File: config.mk
export PLATFORM = sky130hd
export DESIGN_NAME = port_mode_logic
export DESIGN_NICKNAME = d
export VERILOG_FILES = /design/src/common/port_mode_pkg.sv /design/src/core/pin_driver.sv /design/src/core/mode_regs_ahb.sv /design/src/core/port_mode_logic.sv
export SDC_FILE = /design/constraint.sdc
export NUM_CORES = 1
export LEC_CHECK = 0
export BUFFER_PORTS_ARGS = -buffer_cell sky130_fd_sc_hd__buf_2
export CORE_MARGIN = 2
export CORE_UTILIZATION = 28
export DETAILED_ROUTE_END_ITERATION = 10
export GPL_ROUTABILITY_DRIVEN = 1
export GPL_TIMING_DRIVEN = 0
export PLACE_DENSITY_LB_ADDON = 0.15
export SETUP_SLACK_MARGIN = 0.5
export SLEW_MARGIN = 20
export SYNTH_ARGS = -nofsm -noshare
export SYNTH_HDL_FRONTEND = slang
export SYNTH_SLANG_ARGS = --single-unit
File: constraint.sdc
create_clock -name hclk -period 2.5 [get_ports hclk]
set_clock_uncertainty 0.15 [all_clocks]
set_input_delay 0.25 -clock hclk [delete_from_list [all_inputs] [get_ports hclk]]
set_output_delay 0.25 -clock hclk [all_outputs]
set_load 0.005 [all_outputs]
File: src/common/port_mode_pkg.sv
// package: register map, mode encodings and pin-driver bundle for the port mode logic
package port_mode_pkg;

  // ==========================================================================
  // sizes
  localparam int NUM_PORTS      = 5;
  localparam int PORT_WIDTH     = 8;
  localparam int PORT4_PINS     = 4;
  localparam int NUM_PINS       = NUM_PORTS * PORT_WIDTH;

  // ==========================================================================
  // register indices (printed offsets are not word multiples: byte address = 4 * index)
  localparam logic [7:0] IDX_PORT1_MODE_SELECT_A = 8'h91;
  localparam logic [7:0] IDX_PORT1_MODE_SELECT_B = 8'h92;
  localparam logic [7:0] IDX_PORT0_MODE_SELECT_A = 8'h93;
  localparam logic [7:0] IDX_PORT0_MODE_SELECT_B = 8'h94;
  localparam logic [7:0] IDX_PORT2_MODE_SELECT_A = 8'h95;
  localparam logic [7:0] IDX_PORT2_MODE_SELECT_B = 8'h96;
  localparam logic [7:0] IDX_PORT3_MODE_SELECT_A = 8'hB1;
  localparam logic [7:0] IDX_PORT3_MODE_SELECT_B = 8'hB2;
  localparam logic [7:0] IDX_PORT4_MODE_SELECT_A = 8'hB3;
  localparam logic [7:0] IDX_PORT4_MODE_SELECT_B = 8'hB4;

  // ==========================================================================
  // reset values and implemented-bit masks
  localparam logic [7:0] MODE_RESET   = 8'h00;
  localparam logic [7:0] FULL_MASK    = 8'hFF;
  localparam logic [7:0] PORT4_MASK   = 8'h0F;
  localparam logic [7:0] LATCH_RESET  = 8'hFF;

  // ==========================================================================
  // timing: strong pull-up kick lasts two cpu clocks
  localparam int STRONG_KICK_CYCLES = 2;

  // ==========================================================================
  // pin modes, {select_a, select_b}
  typedef enum logic [1:0] {
    MODE_QUASI      = 2'b00,
    MODE_PUSH_PULL  = 2'b01,
    MODE_HIGH_Z     = 2'b10,
    MODE_OPEN_DRAIN = 2'b11
  } pin_mode_t;

  // driver enables for one pin
  typedef struct packed {
    logic pull_down;
    logic very_weak_up;
    logic weak_up;
    logic strong_up;
  } pin_drive_t;

  // byte address from register index
  function automatic logic [9:0] reg_byte_addr(input logic [7:0] idx);
    reg_byte_addr = {idx, 2'b00};
  endfunction : reg_byte_addr

endpackage : port_mode_pkg

File: src/core/pin_driver.sv
// pin driver: pull-up and pull-down enables of one pin from its mode, latch and level
`timescale 1ns/1ps
module pin_driver
  import port_mode_pkg::*;
(
  input  wire logic                    hclk,
  input  wire logic                    hresetn,
  input  wire port_mode_pkg::pin_mode_t mode,
  input  wire logic                    latch,
  input  wire logic                    pin_level,
  output      port_mode_pkg::pin_drive_t drive
);

  // ==========================================================================
  // kick counter state
  logic       latch_prev;
  logic [1:0] kick_count;
  logic       next_latch_prev;
  logic [1:0] next_kick_count;

  // a 0->1 latch change in quasi mode loads the kick counter
  always_comb begin
    next_latch_prev = latch;
    next_kick_count = kick_count;
    if (mode == MODE_QUASI && latch && !latch_prev) begin
      next_kick_count = 2'(STRONG_KICK_CYCLES);
    end else if (kick_count != 2'h0) begin
      next_kick_count = kick_count - 2'h1;
    end
    // kick is quasi-only; a zero latch cancels it so it never fights the pull-down
    if (mode != MODE_QUASI || !latch) begin
      next_kick_count = 2'h0;
    end
  end

  // latch starts at one after reset, so no kick fires at release
  always_ff @(posedge hclk or negedge hresetn) begin
    if (!hresetn) begin
      latch_prev <= 1'b1;
      kick_count <= 2'h0;
    end else begin
      latch_prev <= next_latch_prev;
      kick_count <= next_kick_count;
    end
  end

  // ==========================================================================
  // driver enables, registered so the outputs are flop-driven
  pin_drive_t next_drive;

  always_comb begin
    next_drive = '0;
    unique case (mode)
      MODE_QUASI: begin
        next_drive.pull_down    = !latch;
        next_drive.very_weak_up = latch;
        next_drive.weak_up      = latch && pin_level;
        next_drive.strong_up    = (next_kick_count != 2'h0);
      end
      MODE_PUSH_PULL: begin
        next_drive.pull_down = !latch;
        next_drive.strong_up = latch;
      end
      MODE_HIGH_Z: begin
        next_drive = '0;
      end
      MODE_OPEN_DRAIN: begin
        next_drive.pull_down = !latch;
      end
    endcase
  end

  always_ff @(posedge hclk or negedge hresetn) begin
    if (!hresetn) begin
      drive <= '0;
    end else begin
      drive <= next_drive;
    end
  end

endmodule : pin_driver

File: src/core/mode_regs_ahb.sv
// ahb-lite slave holding the ten port mode registers
//
// Our own choice: the AHB-Lite slave port.
`timescale 1ns/1ps
module mode_regs_ahb
  import port_mode_pkg::*;
(
  input  wire logic        hclk,
  input  wire logic        hresetn,
  input  wire logic        hsel,
  input  wire logic [31:0] haddr,
  input  wire logic [1:0]  htrans,
  input  wire logic        hwrite,
  input  wire logic [2:0]  hsize,
  input  wire logic [31:0] hwdata,
  input  wire logic        hready,
  output      logic [31:0] hrdata,
  output      logic        hreadyout,
  output      logic        hresp,
  output      logic [7:0]  mode_a [port_mode_pkg::NUM_PORTS],
  output      logic [7:0]  mode_b [port_mode_pkg::NUM_PORTS]
);

  // ==========================================================================
  // address decode: port number, a/b select, hit
  function automatic logic [3:0] decode(input logic [31:0] a);
    logic [9:0] ba;
    ba = a[9:0];
    decode = 4'hF;
    if (a[31:10] == 22'h0) begin
      unique case (ba)
        reg_byte_addr(IDX_PORT0_MODE_SELECT_A): decode = 4'h0;
        reg_byte_addr(IDX_PORT0_MODE_SELECT_B): decode = 4'h1;
        reg_byte_addr(IDX_PORT1_MODE_SELECT_A): decode = 4'h2;
        reg_byte_addr(IDX_PORT1_MODE_SELECT_B): decode = 4'h3;
        reg_byte_addr(IDX_PORT2_MODE_SELECT_A): decode = 4'h4;
        reg_byte_addr(IDX_PORT2_MODE_SELECT_B): decode = 4'h5;
        reg_byte_addr(IDX_PORT3_MODE_SELECT_A): decode = 4'h6;
        reg_byte_addr(IDX_PORT3_MODE_SELECT_B): decode = 4'h7;
        reg_byte_addr(IDX_PORT4_MODE_SELECT_A): decode = 4'h8;
        reg_byte_addr(IDX_PORT4_MODE_SELECT_B): decode = 4'h9;
        default: decode = 4'hF;
      endcase
    end
  endfunction : decode

  // implemented mode bits of one port: port 4 has only its low nibble
  function automatic logic [7:0] port_mask(input logic [2:0] port);
    port_mask = (port == 3'h4) ? PORT4_MASK : FULL_MASK;
  endfunction : port_mask

  // ==========================================================================
  // address-phase capture
  logic       wr_pend;
  logic [3:0] wr_sel;
  logic       next_wr_pend;
  logic [3:0] next_wr_sel;
  logic [31:0] next_hrdata;
  logic [3:0]  sel_now;
  logic        take;

  assign take    = hsel && hready && htrans[1];
  assign sel_now = decode(haddr);

  always_comb begin
    next_wr_pend = take && hwrite;
    next_wr_sel  = sel_now;
    next_hrdata  = 32'h0;
    if (take && !hwrite && sel_now != 4'hF) begin
      next_hrdata = {24'h0, sel_now[0] ? mode_b[sel_now[3:1]] : mode_a[sel_now[3:1]]};
    end
  end

  always_ff @(posedge hclk or negedge hresetn) begin
    if (!hresetn) begin
      wr_pend <= 1'b0;
      wr_sel  <= 4'hF;
      hrdata  <= 32'h0;
    end else begin
      wr_pend <= next_wr_pend;
      wr_sel  <= next_wr_sel;
      hrdata  <= next_hrdata;
    end
  end

  // zero wait states, always okay
  assign hreadyout = 1'b1;
  assign hresp     = 1'b0;

  // ==========================================================================
  // mode registers; port 4 keeps only its low nibble
  logic [7:0] next_a [NUM_PORTS];
  logic [7:0] next_b [NUM_PORTS];

  always_comb begin
    for (int p = 0; p < NUM_PORTS; p++) begin
      next_a[p] = mode_a[p];
      next_b[p] = mode_b[p];
    end
    if (wr_pend && wr_sel != 4'hF) begin
      if (wr_sel[0]) begin
        next_b[wr_sel[3:1]] = hwdata[7:0] & port_mask(wr_sel[3:1]);
      end else begin
        next_a[wr_sel[3:1]] = hwdata[7:0] & port_mask(wr_sel[3:1]);
      end
    end
  end

  always_ff @(posedge hclk or negedge hresetn) begin
    if (!hresetn) begin
      for (int p = 0; p < NUM_PORTS; p++) begin
        mode_a[p] <= MODE_RESET;
        mode_b[p] <= MODE_RESET;
      end
    end else begin
      for (int p = 0; p < NUM_PORTS; p++) begin
        mode_a[p] <= next_a[p];
        mode_b[p] <= next_b[p];
      end
    end
  end

endmodule : mode_regs_ahb

File: src/core/port_mode_logic.sv
// top: five-port pin mode control with ahb-lite register access
// Notes on behaviour
// - five ports 0..4, each pin takes its own mode without touching others.
// - mode bits a/b decode 00 quasi, 01 push-pull, 10 input-only, 11 open-drain.
// - ports 0..3 have eight mode bits, port 4 only bits 0..3 and its upper bits are unused.
// - quasi mode drives a one weakly high and a zero strongly low.
// - quasi mode enables the very weak pull-up while the latch is one.
// - quasi mode enables the weak pull-up only while latch and pin level are both one.
// - quasi mode turns the strong pull-up on for two clocks after the latch goes 0 to 1.
// - open-drain mode keeps pull-ups off and pulls down only while the latch is zero.
// - open-drain input sensing is the same as quasi.
// - push-pull mode drives a continuous strong pull-up for a one and the shared pull-down.
// - input-only mode enables no pull-up and no pull-down but still senses the pin.
// - after reset every mode register is zero so all pins start in quasi mode.
`timescale 1ns/1ps
module port_mode_logic
  import port_mode_pkg::*;
(
  input  wire logic                       hclk,
  input  wire logic                       hresetn,
  input  wire logic                       hsel,
  input  wire logic [31:0]                haddr,
  input  wire logic [1:0]                 htrans,
  input  wire logic                       hwrite,
  input  wire logic [2:0]                 hsize,
  input  wire logic [31:0]                hwdata,
  input  wire logic                       hready,
  output      logic [31:0]                hrdata,
  output      logic                       hreadyout,
  output      logic                       hresp,
  input  wire logic [port_mode_pkg::NUM_PINS-1:0] port_latch,
  input  wire logic [port_mode_pkg::NUM_PINS-1:0] pin_in,
  output      logic [port_mode_pkg::NUM_PINS-1:0] pin_sense,
  output      port_mode_pkg::pin_drive_t [port_mode_pkg::NUM_PINS-1:0] pin_drive
);

  // ==========================================================================
  // register file
  logic [7:0] mode_a [NUM_PORTS];
  logic [7:0] mode_b [NUM_PORTS];

  mode_regs_ahb u_regs (
    .hclk      (hclk),
    .hresetn   (hresetn),
    .hsel      (hsel),
    .haddr     (haddr),
    .htrans    (htrans),
    .hwrite    (hwrite),
    .hsize     (hsize),
    .hwdata    (hwdata),
    .hready    (hready),
    .hrdata    (hrdata),
    .hreadyout (hreadyout),
    .hresp     (hresp),
    .mode_a    (mode_a),
    .mode_b    (mode_b)
  );

  // ==========================================================================
  // input sensing: same path in every mode, registered once
  logic [NUM_PINS-1:0] next_sense;

  always_comb begin
    next_sense = pin_in;
  end

  always_ff @(posedge hclk or negedge hresetn) begin
    if (!hresetn) begin
      pin_sense <= '0;
    end else begin
      pin_sense <= next_sense;
    end
  end

  // ==========================================================================
  // one driver per pin; port 4 upper pins stay in quasi (unused bits read zero)
  for (genvar g = 0; g < NUM_PINS; g++) begin : g_pin
    pin_mode_t m;
    assign m = pin_mode_t'({mode_a[g / PORT_WIDTH][g % PORT_WIDTH],
                            mode_b[g / PORT_WIDTH][g % PORT_WIDTH]});
    pin_driver u_pin (
      .hclk      (hclk),
      .hresetn   (hresetn),
      .mode      (m),
      .latch     (port_latch[g]),
      .pin_level (pin_in[g]),
      .drive     (pin_drive[g])
    );
  end

endmodule : port_mode_logic

After elaboration in Yosys (flattened, before gate mapping). Cells that the tools add are included.

$add $sub $neg: 40. Multipliers: 0. Div/mod/pow operators: 0. $lt $le $gt $ge: 3. Eq/ne operators: 133. Shift operators: 0. Muxes and demuxes: 255. Bitwise operators: 4. Reductions and logical operators: 451.

Operators with widths (number): $mux W2 (160); $reduce_bool A2 Y1 (120); $eq A2 B2 Y1 const B (80); $pmux W1 S2 (80); $logic_and A1 B1 Y1 (127); $reduce_or A3 Y1 (40); $eq A10 B10 Y1 const B (10); $logic_not A1 Y1 (81); $bwmux W40 (2); $eq A2 B1 Y1 const B (40); $logic_not A2 Y1 (40); $sub A2 B1 Y2 const B (40); $mux W8 (8); $bmux W8 S3 (2); $logic_or A1 B1 Y1 (40); $pmux W4 S10 (1); $demux W8 S3 (1); $logic_not A22 Y1 (1); $and A8 B8 Y8 (1); $ge A4 B4 Y1 const B (2); $ne A4 B4 Y1 const B (2); $not A3 Y4 (2); $lt A4 B1 Y1 const B (1); $mux W4 (1); 3 further kinds (4).

Register bits: 413. Latch bits: 0. Memory bits (writable): 0. Memory bits (read-only): 0. Memories: 0.

Depth between registers and ports, before layout. Gate-level depths: netlist (run 1).

Word-level depth: 9. Mapped depth: 10. Gate-level depth less buffers: 7.

Modules after synthesis. From an unflattened synthesis (run 1), not the netlist that was laid out.

Cells, all modules: 1171. Area total of the unflattened synthesis: 15124.5 um^2.

By module, submodules not included: pin_driver at g_pin[0].u_pin ... (times used 37, cells an instance 18, area an instance 236.5 um^2, seq. area each 176.4 um^2); mode_regs_ahb (times used 1, cells an instance 408, area an instance 4660.7 um^2, seq. area each 2332.2 um^2); port_mode_logic (times used 1, cells an instance 40, area an instance 1001.0 um^2, seq. area each 1001.0 um^2); pin_driver at g_pin[7].u_pin ... (times used 3, cells an instance 19, area an instance 237.7 um^2, seq. area each 176.4 um^2).

Worst setup path after synthesis (run 1). Ideal clock, no wire load.

Path kind: input to register. Start point: input port haddr[1]. End point: register u_regs.hrdata[7]. Library setup time: 0.126 ns. Arrival time: 2.002 ns. Data required time: 2.224 ns. Slack: 0.222 ns. Cell stages on the path: 6. Cell sequence: or4b_4 > nor4_4 > nand4_4 > nor2_2 > o32ai_1 > a221o_1.

Word-level cells in the longest chain between the ends: 9.

RTL lines: from (decl) (RTL line port_mode_logic.sv:22) `input wire logic [31:0] haddr,`; $eq A10 B10 Y1 (RTL line mode_regs_ahb.sv:31) `unique case (ba)`; $pmux W4 S10 * (RTL line mode_regs_ahb.sv:31); $mux W4 * (RTL line mode_regs_ahb.sv:30) `if (a[31:10] == 22'h0) begin`; $not A3 Y4 (implied by the code) (RTL line mode_regs_ahb.sv:70) `next_hrdata = {24'h0, sel_now[0] ? mode_b[sel_now[3:1]] : mode_a[sel_now[3:1]]};`; $bmux W8 S3 (RTL line mode_regs_ahb.sv:70); $mux W8 (implied by the code) (2 in a row) (RTL line mode_regs_ahb.sv:70); $mux W8 (RTL line mode_regs_ahb.sv:70); $mux W8 * (RTL line mode_regs_ahb.sv:69) `if (take && !hwrite && sel_now != 4'hF) begin`; via u_regs.next_hrdata[7] (RTL line mode_regs_ahb.sv:58) `logic [31:0] next_hrdata;`; to (signal assigned) (RTL line mode_regs_ahb.sv:82) `hrdata <= next_hrdata;`; to (decl) (RTL line mode_regs_ahb.sv:17) `output logic [31:0] hrdata,`.

Mark *: on every way through the listed nets, which the timed path passes. The rest lies on a longest branch. The select of a mux whose other input is x is not followed. A chain may end at the register's enable or synchronous reset.

Worst setup path after layout (run 1). Same ends and word-level chain as after synthesis.

==> impl_metrics.yaml, run 1 <==
clock_network:
  cts_buffer_depth: 3
  cts_tree: "built"
  cts_sinks: 413
  clk-insertion-delay-late_ps: 580
  cts_made_buffers: 47
  postCtsHoldBufs: 93
  cts.clk_slew.worst_paths_ps: 60
  root_buffer: "clkbuf_16"
  htreeDepth: 2
sta:
  post-route-min-period_ps: 2060
  period_share_pct: 82.4
  slew_viol_final: 0
  tightestPinTransition_ps: 906
  slew_headroom_pct: 39.6
  clock.fmax_ghz: 0.485
  setup_viol: 0
  rsz0062_at_grt: "yes"
  hold_viol_final: 154
  hold_ws_ps: -129
synth:
  synth_area_leaders: "dfrtp_1, dfstp_2, a21oi_1, nand2b_1, nand2_1"
  yosys_warnings: 0
  syn_inst: 1248
  syn_area_sq_mm: 0.0150
  synth_area_per_cell_sq_um: 12.0
  yosysTopAreaCell: "dfrtp_1"
  ys_types: 57
  synthFlopType: "dfrtp_1"
  synth_seq_area_share_pct: 69.2
  synth_edf_count: 0
  ys_seq_elements: 413
  ys_async_sr_fraction_pct: 100
  synth_top_area_share_pct: 61.5
worst_setup_path:
  cp-end-kind: "flip-flop"
  path_depth: 7
  cp-startpoint: "haddr[1]"
  crit_end: "u_regs.hrdata[7]"
  r2r_start: "u_regs.wr_sel[3]"
  slowest_delay_ps: 660
  crit_type: "input pin to flip-flop"
  arrival_ps: 2430
  worstPathRequired_ps: 2870
  critical-path-top-delay-family: "compound AO/OA/AOI/OAI gates"
  r2r_slack_ps: 530
  crit_path_top_delay_cell: "a2111o_2"
  cp_cell_sequence: "buf_2 > nor4b_4 > nand4_1 > a2111o_2 > a211o_1 > o32ai_1 > a221o_1"
  crit_buf_inv: 1
  r2r_cells: 5
  worst-path-max-fanout: 8
  r2r_end: "u_regs.mode_a[31]"
  cp-start-kind: "input pin"
die:
  die_h_um: 236
  design.core.area_sq_mm: 0.0528
  num_rows: 84
  dieArea_sq_mm: 0.0555
  die_w_um: 236
  start_util_pct: 28.5
  ioPinCount: 388
global_route:
  track_usage_pct: 15.2
  grt_pass1_wl_mm: 65.1
  overflow: 0
  grt_max_degree: 99
  antenna_found_initial: 3
  grt_pass1_vias: 11100
detailed_routing:
  wl_per_cell_um: 17.0
  drc: 0
  first_iter_violations: 439
  vias_per_cell: 4.36
  dr_total_vias: 10900
  ant_nets: 0
  first_pass_iters: 5
  wl_mm: 42.4
power:
  power_mw: 14.6
  p_leak_nw: 10.4
  powerDensity_mw_per_mm2: 704
  ir_drop_uv: 477
placed_design:
  gp_congestion: 0.798
  io_buffer_count: 328
  place_hpwl_mm: 30.7
layout:
  mostFrequentLayoutCells: "dfrtp_1, buf_2, nand2_1"
  layout_commonest_cell: "dfrtp_1"
  final_util_pct: 39.3
  nNetsFinal: 1918
  area_growth_pct: 38.0
  final_layout_size_suffix_gt1_share_pct: 33.1
hold_path:
  hp-class: "input pin to async pin"
status:
  status: "complete, but fails checks"
  violations: "negative hold slack"
job:
  cap_violations: 0
-- sequential cells by signal, summed over array words and instances, names as in the netlist --
name / cells
g_pin.u_pin.drive: 160
g_pin.u_pin.kick_count: 80
g_pin.u_pin.latch_prev: 40
pin_sense: 40
u_regs.mode_a: 40
u_regs.mode_b: 40
u_regs.hrdata: 8
u_regs.wr_sel: 4
u_regs.wr_pend: 1
-- worst reg2reg max path, cell delays in order, from the launching register on --
cell	delay [ps]
dfstp_2	590
nand2b_1	120
or2_2	280
buf_2	190
and2_2	260
mux2_2	280
-- area by class of cell --
| class | count | area (sq um) |
|---|---|---|
| fillers | 5182 | 32000 |
| flip-flops and latches | 413 | 10400 |
| multi-input cells | 722 | 4320 |
| repair buffers | 443 | 2920 |
| clock buffers | 70 | 1400 |
| well taps | 688 | 861 |
| plain buffers | 49 | 339 |
| inverters | 88 | 333 |
| clock inverters | 17 | 163 |
| diodes | 2 | 5.00 |
-- stage by stage --
stage          cells  area (sq um)  setup WS, ps  hold slack (ps)  setup TNS, ps
6_report        2492         20700           439             -129              0
5_1_grt         2491         20700           399             -113              0
4_1_cts         2485         20600           436             -140              0
3_5_place_dp    2295         17800          -774             25.4          -5550
3_3_place_gp    2288         17600         -7340              218       -2895710
2_1_floorplan   1272         15100           222             -196              0
-- report_power, final --
group | internal, mW | switching, mW
combinational | 0.371 | 0.411
sequential | 6.87 | 0.0708
clock | 4.10 | 2.78
-- per-layer routing --
metal | vias to the layer above | track usage, % | wire, um
met2 | 302 | 24.9 | 19900
met3 | 61 | 4.28 | 2680
met1 | 5333 | 19.8 | 18900
met4 | 0 | 3.94 | 926
met5 | - | 0 | 0
li1 | 5167 | - | -
-- cells by family (layout without fill, tap and decap cells) --
group	after synthesis	in the layout	synth area share, %
xor+xnor	2	2	0.117
buf+inv	137	667	4.16
simple gates	430	430	14.7
compound gates	212	212	8.04
flops	413	413	69.2
mux	52	52	3.72
other cells	2	28	0.0500
-- synth_stat cells, drive strengths merged (12+ instances only) --
cell	number
buf	34
inv	88
nor3	48
and2	50
nand2b	87
mux2	31
a21oi	121
mux2i	21
nand2	144
nor2	58
o21ai	46
dfstp	44
clkbuf	15
o2bb2ai	12
dfrtp	369
-- worst min path at each step --
stage	end	depth (start not counted)	slack, ps	from
after floorplan	g_pin[0].u_pin.drive[0]	0	-200	hresetn
after global placement	pin_sense[29]	1	220	pin_in[29]
after detailed placement	pin_sense[17]	1	30	hresetn
after CTS	g_pin[17].u_pin.drive[0]	5	-140	hresetn
after global routing	g_pin[17].u_pin.drive[0]	5	-110	hresetn
final	g_pin[17].u_pin.drive[0]	5	-130	hresetn
-- timing repair --
| action | CTS | global route |
|---|---|---|
| resized for setup | 46 | 29 |
| setup buffers | 10 | 5 |
| endpoints found under the setup margin | 53 | 30 |
| pin swaps | 5 | 7 |
| endpoints found under the hold margin | 551 | 154 |
No activity file was read; power rests on OpenSTA's default activity.
==> inputs of run 2 (changes only) <==
--- a/config.mk
+++ b/config.mk
@@ -5,6 +5,7 @@
 export SDC_FILE = /design/constraint.sdc
 export NUM_CORES = 1
 export LEC_CHECK = 0
+export ABC_AREA = 1
 export BUFFER_PORTS_ARGS = -buffer_cell sky130_fd_sc_hd__buf_2
 export CORE_MARGIN = 2
 export CORE_UTILIZATION = 28
==> constraint.sdc (replaced) <==
create_clock -name hclk -period 1.8 [get_ports hclk]
set_clock_uncertainty 0.15 [all_clocks]
set_input_delay 0.18 -clock hclk [delete_from_list [all_inputs] [get_ports hclk]]
set_output_delay 0.18 -clock hclk [all_outputs]
set_load 0.005 [all_outputs]
==> run 2 against run 1 <==
  * Via count rose by 13%
  * Setup slack worse by 310 ps
  * Highest routed layer is now met5
  * Critical path type is now flip-flop to flip-flop
  * Largest power group is now the clock network
  * Synthesized cell count is 18% higher
  * Wire length rose by 13%
  * The run still ends with negative hold slack left
  * Critical path depth up 1
  * Clock power grew 53%
==> impl_metrics.yaml, run 2 <==
clock_network:
  cts.clk_slew.worst_paths_ps: 60
  postCtsHoldBufs: 90
  clk-insertion-delay-late_ps: 570
  cts_sinks: 413
  cts_made_buffers: 47
  root_buffer: "clkbuf_16"
  cts_buffer_depth: 3
  htreeDepth: 2
  cts_tree: "built"
status:
  status: "complete, but fails checks"
  violations: "negative hold slack"
sta:
  rsz0062_at_grt: "yes"
  setup_viol: 0
  tightestPinTransition_ps: 598
  period_share_pct: 92.9
  hold_viol_final: 213
  hold_ws_ps: -618
  post-route-min-period_ps: 1670
  slew_viol_final: 0
  clock.fmax_ghz: 0.598
  slew_headroom_pct: 60.1
  setup_ws_ps: 128
synth:
  yosysTopAreaCell: "dfrtp_1"
  synth_area_leaders: "dfrtp_1, dfstp_2, inv_1, nand2_1, nor2_1"
  synth_top_area_share_pct: 60.6
  synth_area_per_cell_sq_um: 10.3
  syn_area_sq_mm: 0.0152
  ys_async_sr_fraction_pct: 100
  ys_types: 33
  yosysMostFrequentCell: "dfrtp_1"
  synth_edf_count: 0
  ys_top_cells_by_count: "dfrtp_1, inv_1, nand2_1"
  synthFlopType: "dfrtp_1"
  syn_inst: 1475
  yosys_warnings: 0
  ys_seq_elements: 413
  synth_seq_area_share_pct: 68.2
layout:
  num_antenna_cells: 0
  layout_commonest_cell: "dfrtp_1"
  mostFrequentLayoutCells: "dfrtp_1, buf_2, inv_1"
  fin_cells: 2830
  nNetsFinal: 2251
  reg.largest.list: "g_pin.u_pin.drive: 160 flops, g_pin.u_pin.kick_count: 80 flops"
  final_layout_size_suffix_gt1_share_pct: 43.4
  regMostFlops: "g_pin.u_pin.drive"
  area_growth_pct: 56.2
  largest_reg_flops: 160
worst_setup_path:
  cp-start-kind: "flip-flop"
  r2r_cells: 8
  critical-path-top-delay-family: "flip-flops"
  path_depth: 8
  r2r_slack_ps: 130
  worst-path-max-fanout: 5
  crit_end: "u_regs.mode_a[10]"
  cp-startpoint: "u_regs.wr_sel[2]"
  r2r_start: "u_regs.wr_sel[2]"
  cp-end-kind: "flip-flop"
  crit_path_top_delay_cell: "dfstp_2"
  cp_cell_sequence: "nand2_2 > inv_2 > a31oi_4 > nand2_4 > clkinv_8 > nand3_4 > clkbuf_16 > o21ai_0"
  slowest_delay_ps: 570
  worstPathRequired_ps: 2070
  arrival_ps: 1940
  crit_type: "flip-flop to flip-flop"
  r2r_end: "u_regs.mode_a[10]"
  crit_buf_inv: 3
detailed_routing:
  dr_total_vias: 12300
  met1_length_mm: 20.3
  first_iter_violations: 574
  first_pass_iters: 5
  drc: 0
  wl_met2_mm: 23.7
  dr.max_layer_used: "met5"
  wl_per_cell_um: 16.9
  ant_nets: 0
  vias_per_cell: 4.35
  wl_mm: 47.9
  wl_met3_mm: 2.79
die:
  design.core.area_sq_mm: 0.0538
  ioPinCount: 388
  dieArea_sq_mm: 0.0563
  start_util_pct: 28.3
  die_w_um: 237
  num_rows: 85
  die_h_um: 237
placed_design:
  gp_congestion: 0.791
  dp_cells: 2532
  io_buffer_count: 333
  place_ws_ps: -753
  place_hpwl_mm: 32.4
global_route:
  grt_pass1_vias: 12900
  overflow: 0
  antenna_found_initial: 1
  grt_pass1_wl_mm: 73.0
  track_usage_pct: 16.9
  grt_max_degree: 94
power:
  ir_drop_uv: 645
  powerDensity_mw_per_mm2: 888
  p_leak_nw: 12.3
  power_mw: 21.1
hold_path:
  hp-class: "input pin to async pin"
job:
  cap_violations: 0
-- run 2: cell type report --
type / count / area (sq um)
timing repair buffer: 548 / 3980
inverter: 272 / 1060
sequential: 413 / 10400
tap: 696 / 871
multi-input combinational: 773 / 5290
buffer: 42 / 493
fill: 5171 / 30000
clock buffer: 62 / 1320
clock inverter: 24 / 388
-- run 2: worst register-to-register path, stage by stage (launching register included) --
cell and delay, ps:
dfstp_2 570, nand2_2 60, inv_2 70, a31oi_4 100, nand2_4 120, clkinv_8 100, nand3_4 110, clkbuf_16 170
o21ai_0 70
-- run 2: cell families (layout without fill, tap and decap cells) --
group / Yosys count / in the layout / synth area share [%]
flops: 413 / 413 / 68.2
simple gates: 533 / 534 / 15.8
buf+inv: 314 / 948 / 8.55
compound gates: 213 / 213 / 7.45
other cells: 2 / 26 / 0.0493
-- run 2: timing repair --
item / CTS / global route
cloned: 11 / 2
gates resized for setup: 263 / 176
endpoints found under the setup margin: 359 / 343
pin swaps: 63 / 46
endpoints found under the hold margin: 587 / 213
buffers inserted: 73 / 36
-- run 2: where the power goes --
| group | switching, mW | internal (mW) | total, mW |
|---|---|---|---|
| Sequential | 0.0469 | 9.48 | 9.53 |
| Combinational | 0.618 | 0.462 | 1.08 |
| Clock | 3.92 | 6.60 | 10.5 |
-- run 2: per-layer routing --
layer  GRT usage [%]  vias up
met1            21.3     6043
li1                -     5872
met2            29.3      315
met4            4.88        2
met3            3.75       75
met5               0        -
-- run 2: worst min-delay path by stage --
stage,endpoint,cells past startpoint
floorplan,g_pin[0].u_pin.drive[0],0
global placement,pin_sense[2],1
detailed placement,pin_sense[34],1
CTS,g_pin[9].u_pin.drive[1],1
global route,g_pin[9].u_pin.drive[1],1
finish,pin_sense[34],1
-- run 2: metrics by stage --
stage	instance area, sq um	utilization, %	setup TNS [ps]	hold WS, ps
after floorplan	15500	-	0	-266
after global placement	18100	33.6	-3136220	152
after detailed placement	18200	33.8	-6170	1.21
after CTS	22800	42.4	0	-625
after global routing	23800	44.2	0	-613
final	23800	44.2	0	-618
==> inputs of run 3 (changes only) <==
--- a/config.mk
+++ b/config.mk
@@ -5,10 +5,10 @@
 export SDC_FILE = /design/constraint.sdc
 export NUM_CORES = 1
 export LEC_CHECK = 0
-export ABC_AREA = 1
 export BUFFER_PORTS_ARGS = -buffer_cell sky130_fd_sc_hd__buf_2
 export CORE_MARGIN = 2
 export CORE_UTILIZATION = 28
+export CTS_CLUSTER_SIZE = 28
 export DETAILED_ROUTE_END_ITERATION = 10
 export GPL_ROUTABILITY_DRIVEN = 1
 export GPL_TIMING_DRIVEN = 0
==> run 3 against run 2 <==
  * The run ends with negative hold slack, negative setup slack left
  * Largest cell class unchanged
  * Worst hold slack improved by 89 ps
  * Highest routed layer unchanged
  * Non-clock buffer count shrank 36
  * Sequential cell count did not move
  * Cell area fell by 5.0%
  * Setup slack lost 150 ps
  * Critical path depth increased by 2
  * First-iteration DRC count shrank 1.0%
  * Register-to-register slack lost 110 ps
  * Total power fell by 2.2%
==> impl_metrics.yaml, run 3 (same netlist as run 1, synthesis figures left out) <==
sta:
  setup_viol: 2
  slew_viol_final: 0
  period_share_pct: 101
  finalSetupTns_ps: -36.5
  setup_ws_ps: -26.3
  hold_ws_ps: -529
  clock.fmax_ghz: 0.548
  slew_headroom_pct: 35.8
  rsz0062_at_grt: "yes"
  tightestPinTransition_ps: 964
  post-route-min-period_ps: 1830
  hold_viol_final: 107
power:
  ir_drop_uv: 670
  switching_share_pct: 21.9
  power_mw: 20.7
  seq_power_share_pct: 46.7
  netSwitchingPower_mw: 4.53
  powerDensity_mw_per_mm2: 914
  p_clk_share_pct: 47.8
  combPwrFrac_pct: 5.5
  p_leak_nw: 11.3
  internal-power_mw: 16.1
die:
  start_util_pct: 28.5
  num_rows: 84
  die_w_um: 236
  design.core.area_sq_mm: 0.0528
  die_h_um: 236
  dieArea_sq_mm: 0.0555
  ioPinCount: 388
layout:
  largest_reg_flops: 160
  reg.largest.list: "g_pin.u_pin.drive: 160 flops, g_pin.u_pin.kick_count: 80 flops"
  fin_cells: 2553
  final_layout_size_suffix_gt1_share_pct: 41.5
  regMostFlops: "g_pin.u_pin.drive"
  fill_cells: 5014
  nNetsFinal: 1981
  area_growth_pct: 50.6
  mostFrequentLayoutCells: "dfrtp_1, buf_2, a21oi_1"
  layout_commonest_cell: "dfrtp_1"
  final_util_pct: 42.9
  num_antenna_cells: 0
clock_network:
  cts.clk_slew.worst_paths_ps: 60
  root_buffer: "clkbuf_16"
  cts_tree: "built"
  cts_sinks: 413
  clk-insertion-delay-late_ps: 570
  htreeDepth: 2
  cts_made_buffers: 48
  cts_buffer_depth: 3
  postCtsHoldBufs: 92
global_route:
  grt_pass1_vias: 11200
  grt_max_degree: 95
  track_usage_pct: 15.2
  antenna_found_initial: 1
  overflow: 0
  grt_pass1_wl_mm: 65.5
placed_design:
  place_hpwl_mm: 29.8
  place_ws_ps: -1340
  dp_cells: 2293
  gp_congestion: 0.774
  io_buffer_count: 328
worst_setup_path:
  crit_type: "input pin to flip-flop"
  cp-end-kind: "flip-flop"
  worst-path-max-fanout: 5
  arrival_ps: 2120
  cp-start-kind: "input pin"
  worstPathRequired_ps: 2090
detailed_routing:
  first_iter_violations: 568
  wl_per_cell_um: 16.9
  wl_mm: 43.3
  vias_per_cell: 4.32
  ant_nets: 0
  dr_total_vias: 11000
  drc: 0
  first_pass_iters: 5
status:
  violations: "negative hold slack, negative setup slack"
  status: "complete, but fails checks"
hold_path:
  hp-class: "input pin to async pin"
job:
  cap_violations: 0
run 3: cell types whose count changed in the layout (fill, tap and decap cells not counted), moves of 49 or more:
cell / before / now
inv_1: 202 / 85
nor2_1: 145 / 49
nand2b_1: 0 / 77
nand2_1: 163 / 98
inv_2: 62 / 2
buf_4: 111 / 61
o21ai_1: 65 / 16
run 3: critical path: stages:
cell	delay (ps)
buf_8	100
or4b_4	570
nor4_4	190
buf_6	210
buf_12	160
buf_12	100
mux2i_1	180
o2bb2ai_1	90
mux2i_2	220
o32ai_1	100
run 3: power by group through the flow:
| stage | registers, mW | clock network [mW] | logic, mW |
|---|---|---|---|
| detailed placement | 9.80 | 0 | 0.931 |
| global placement | 9.80 | 0 | 0.887 |
| floorplan | 9.81 | 0 | 0.276 |
| global route | 9.67 | 10.6 | 1.28 |
| CTS | 9.65 | 10.2 | 1.12 |
| finish | 9.65 | 9.88 | 1.14 |
run 3: area by class of cell:
type,count,area (sq um),area share (%)
plain buffers,49,561,2.48
clock inverters,13,158,0.697
repair buffers,505,3740,16.5
inverters,88,343,1.52
well taps,688,861,3.81
flip-flops and latches,413,10400,46.0
clock buffers,75,1470,6.52
multi-input cells,722,5090,22.5
run 3: per-layer routing:
layer / up-vias / wire length [um] / track usage [%]
li1: 5273 / - / -
met1: 5419 / 19100 / 19.9
met2: 260 / 20800 / 24.7
met3: 74 / 2300 / 3.79
met4: 2 / 1020 / 4.79
met5: - / 12 / 0
run 3: through the flow:
step / hold slack (ps) / cell area, sq um
4_1_cts: -519 / 21800
3_5_place_dp: 86.7 / 18200
5_1_grt: -497 / 22600
6_report: -529 / 22600
3_3_place_gp: 148 / 18100
2_1_floorplan: -266 / 15600
run 3: path summary, 6_finish.rpt:
path                                                from                            end  slack (ps)  cells past startpoint
setup / recovery                                haddr[0]               u_regs.hrdata[5]         -30                     10
hold / removal                                   hresetn                   pin_sense[0]        -530                      1
setup reg to reg                        u_regs.wr_sel[1]               u_regs.mode_a[3]          20                      6
hold reg to reg            g_pin[28].u_pin.kick_count[0]  g_pin[28].u_pin.kick_count[0]         280                      1
max in group asynchronous                        hresetn     g_pin[20].u_pin.latch_prev         750                      3
min in group hclk                              haddr[24]               u_regs.wr_sel[2]         -20                      6
run 3: repair_timing:
action / CTS / global route
gates cloned: 2 / 3
setup endpoints to repair: 299 / 311
gates resized for setup: 125 / 132
pin swaps: 31 / 37
buffers inserted: 52 / 23
endpoints found under the hold margin: 448 / 82
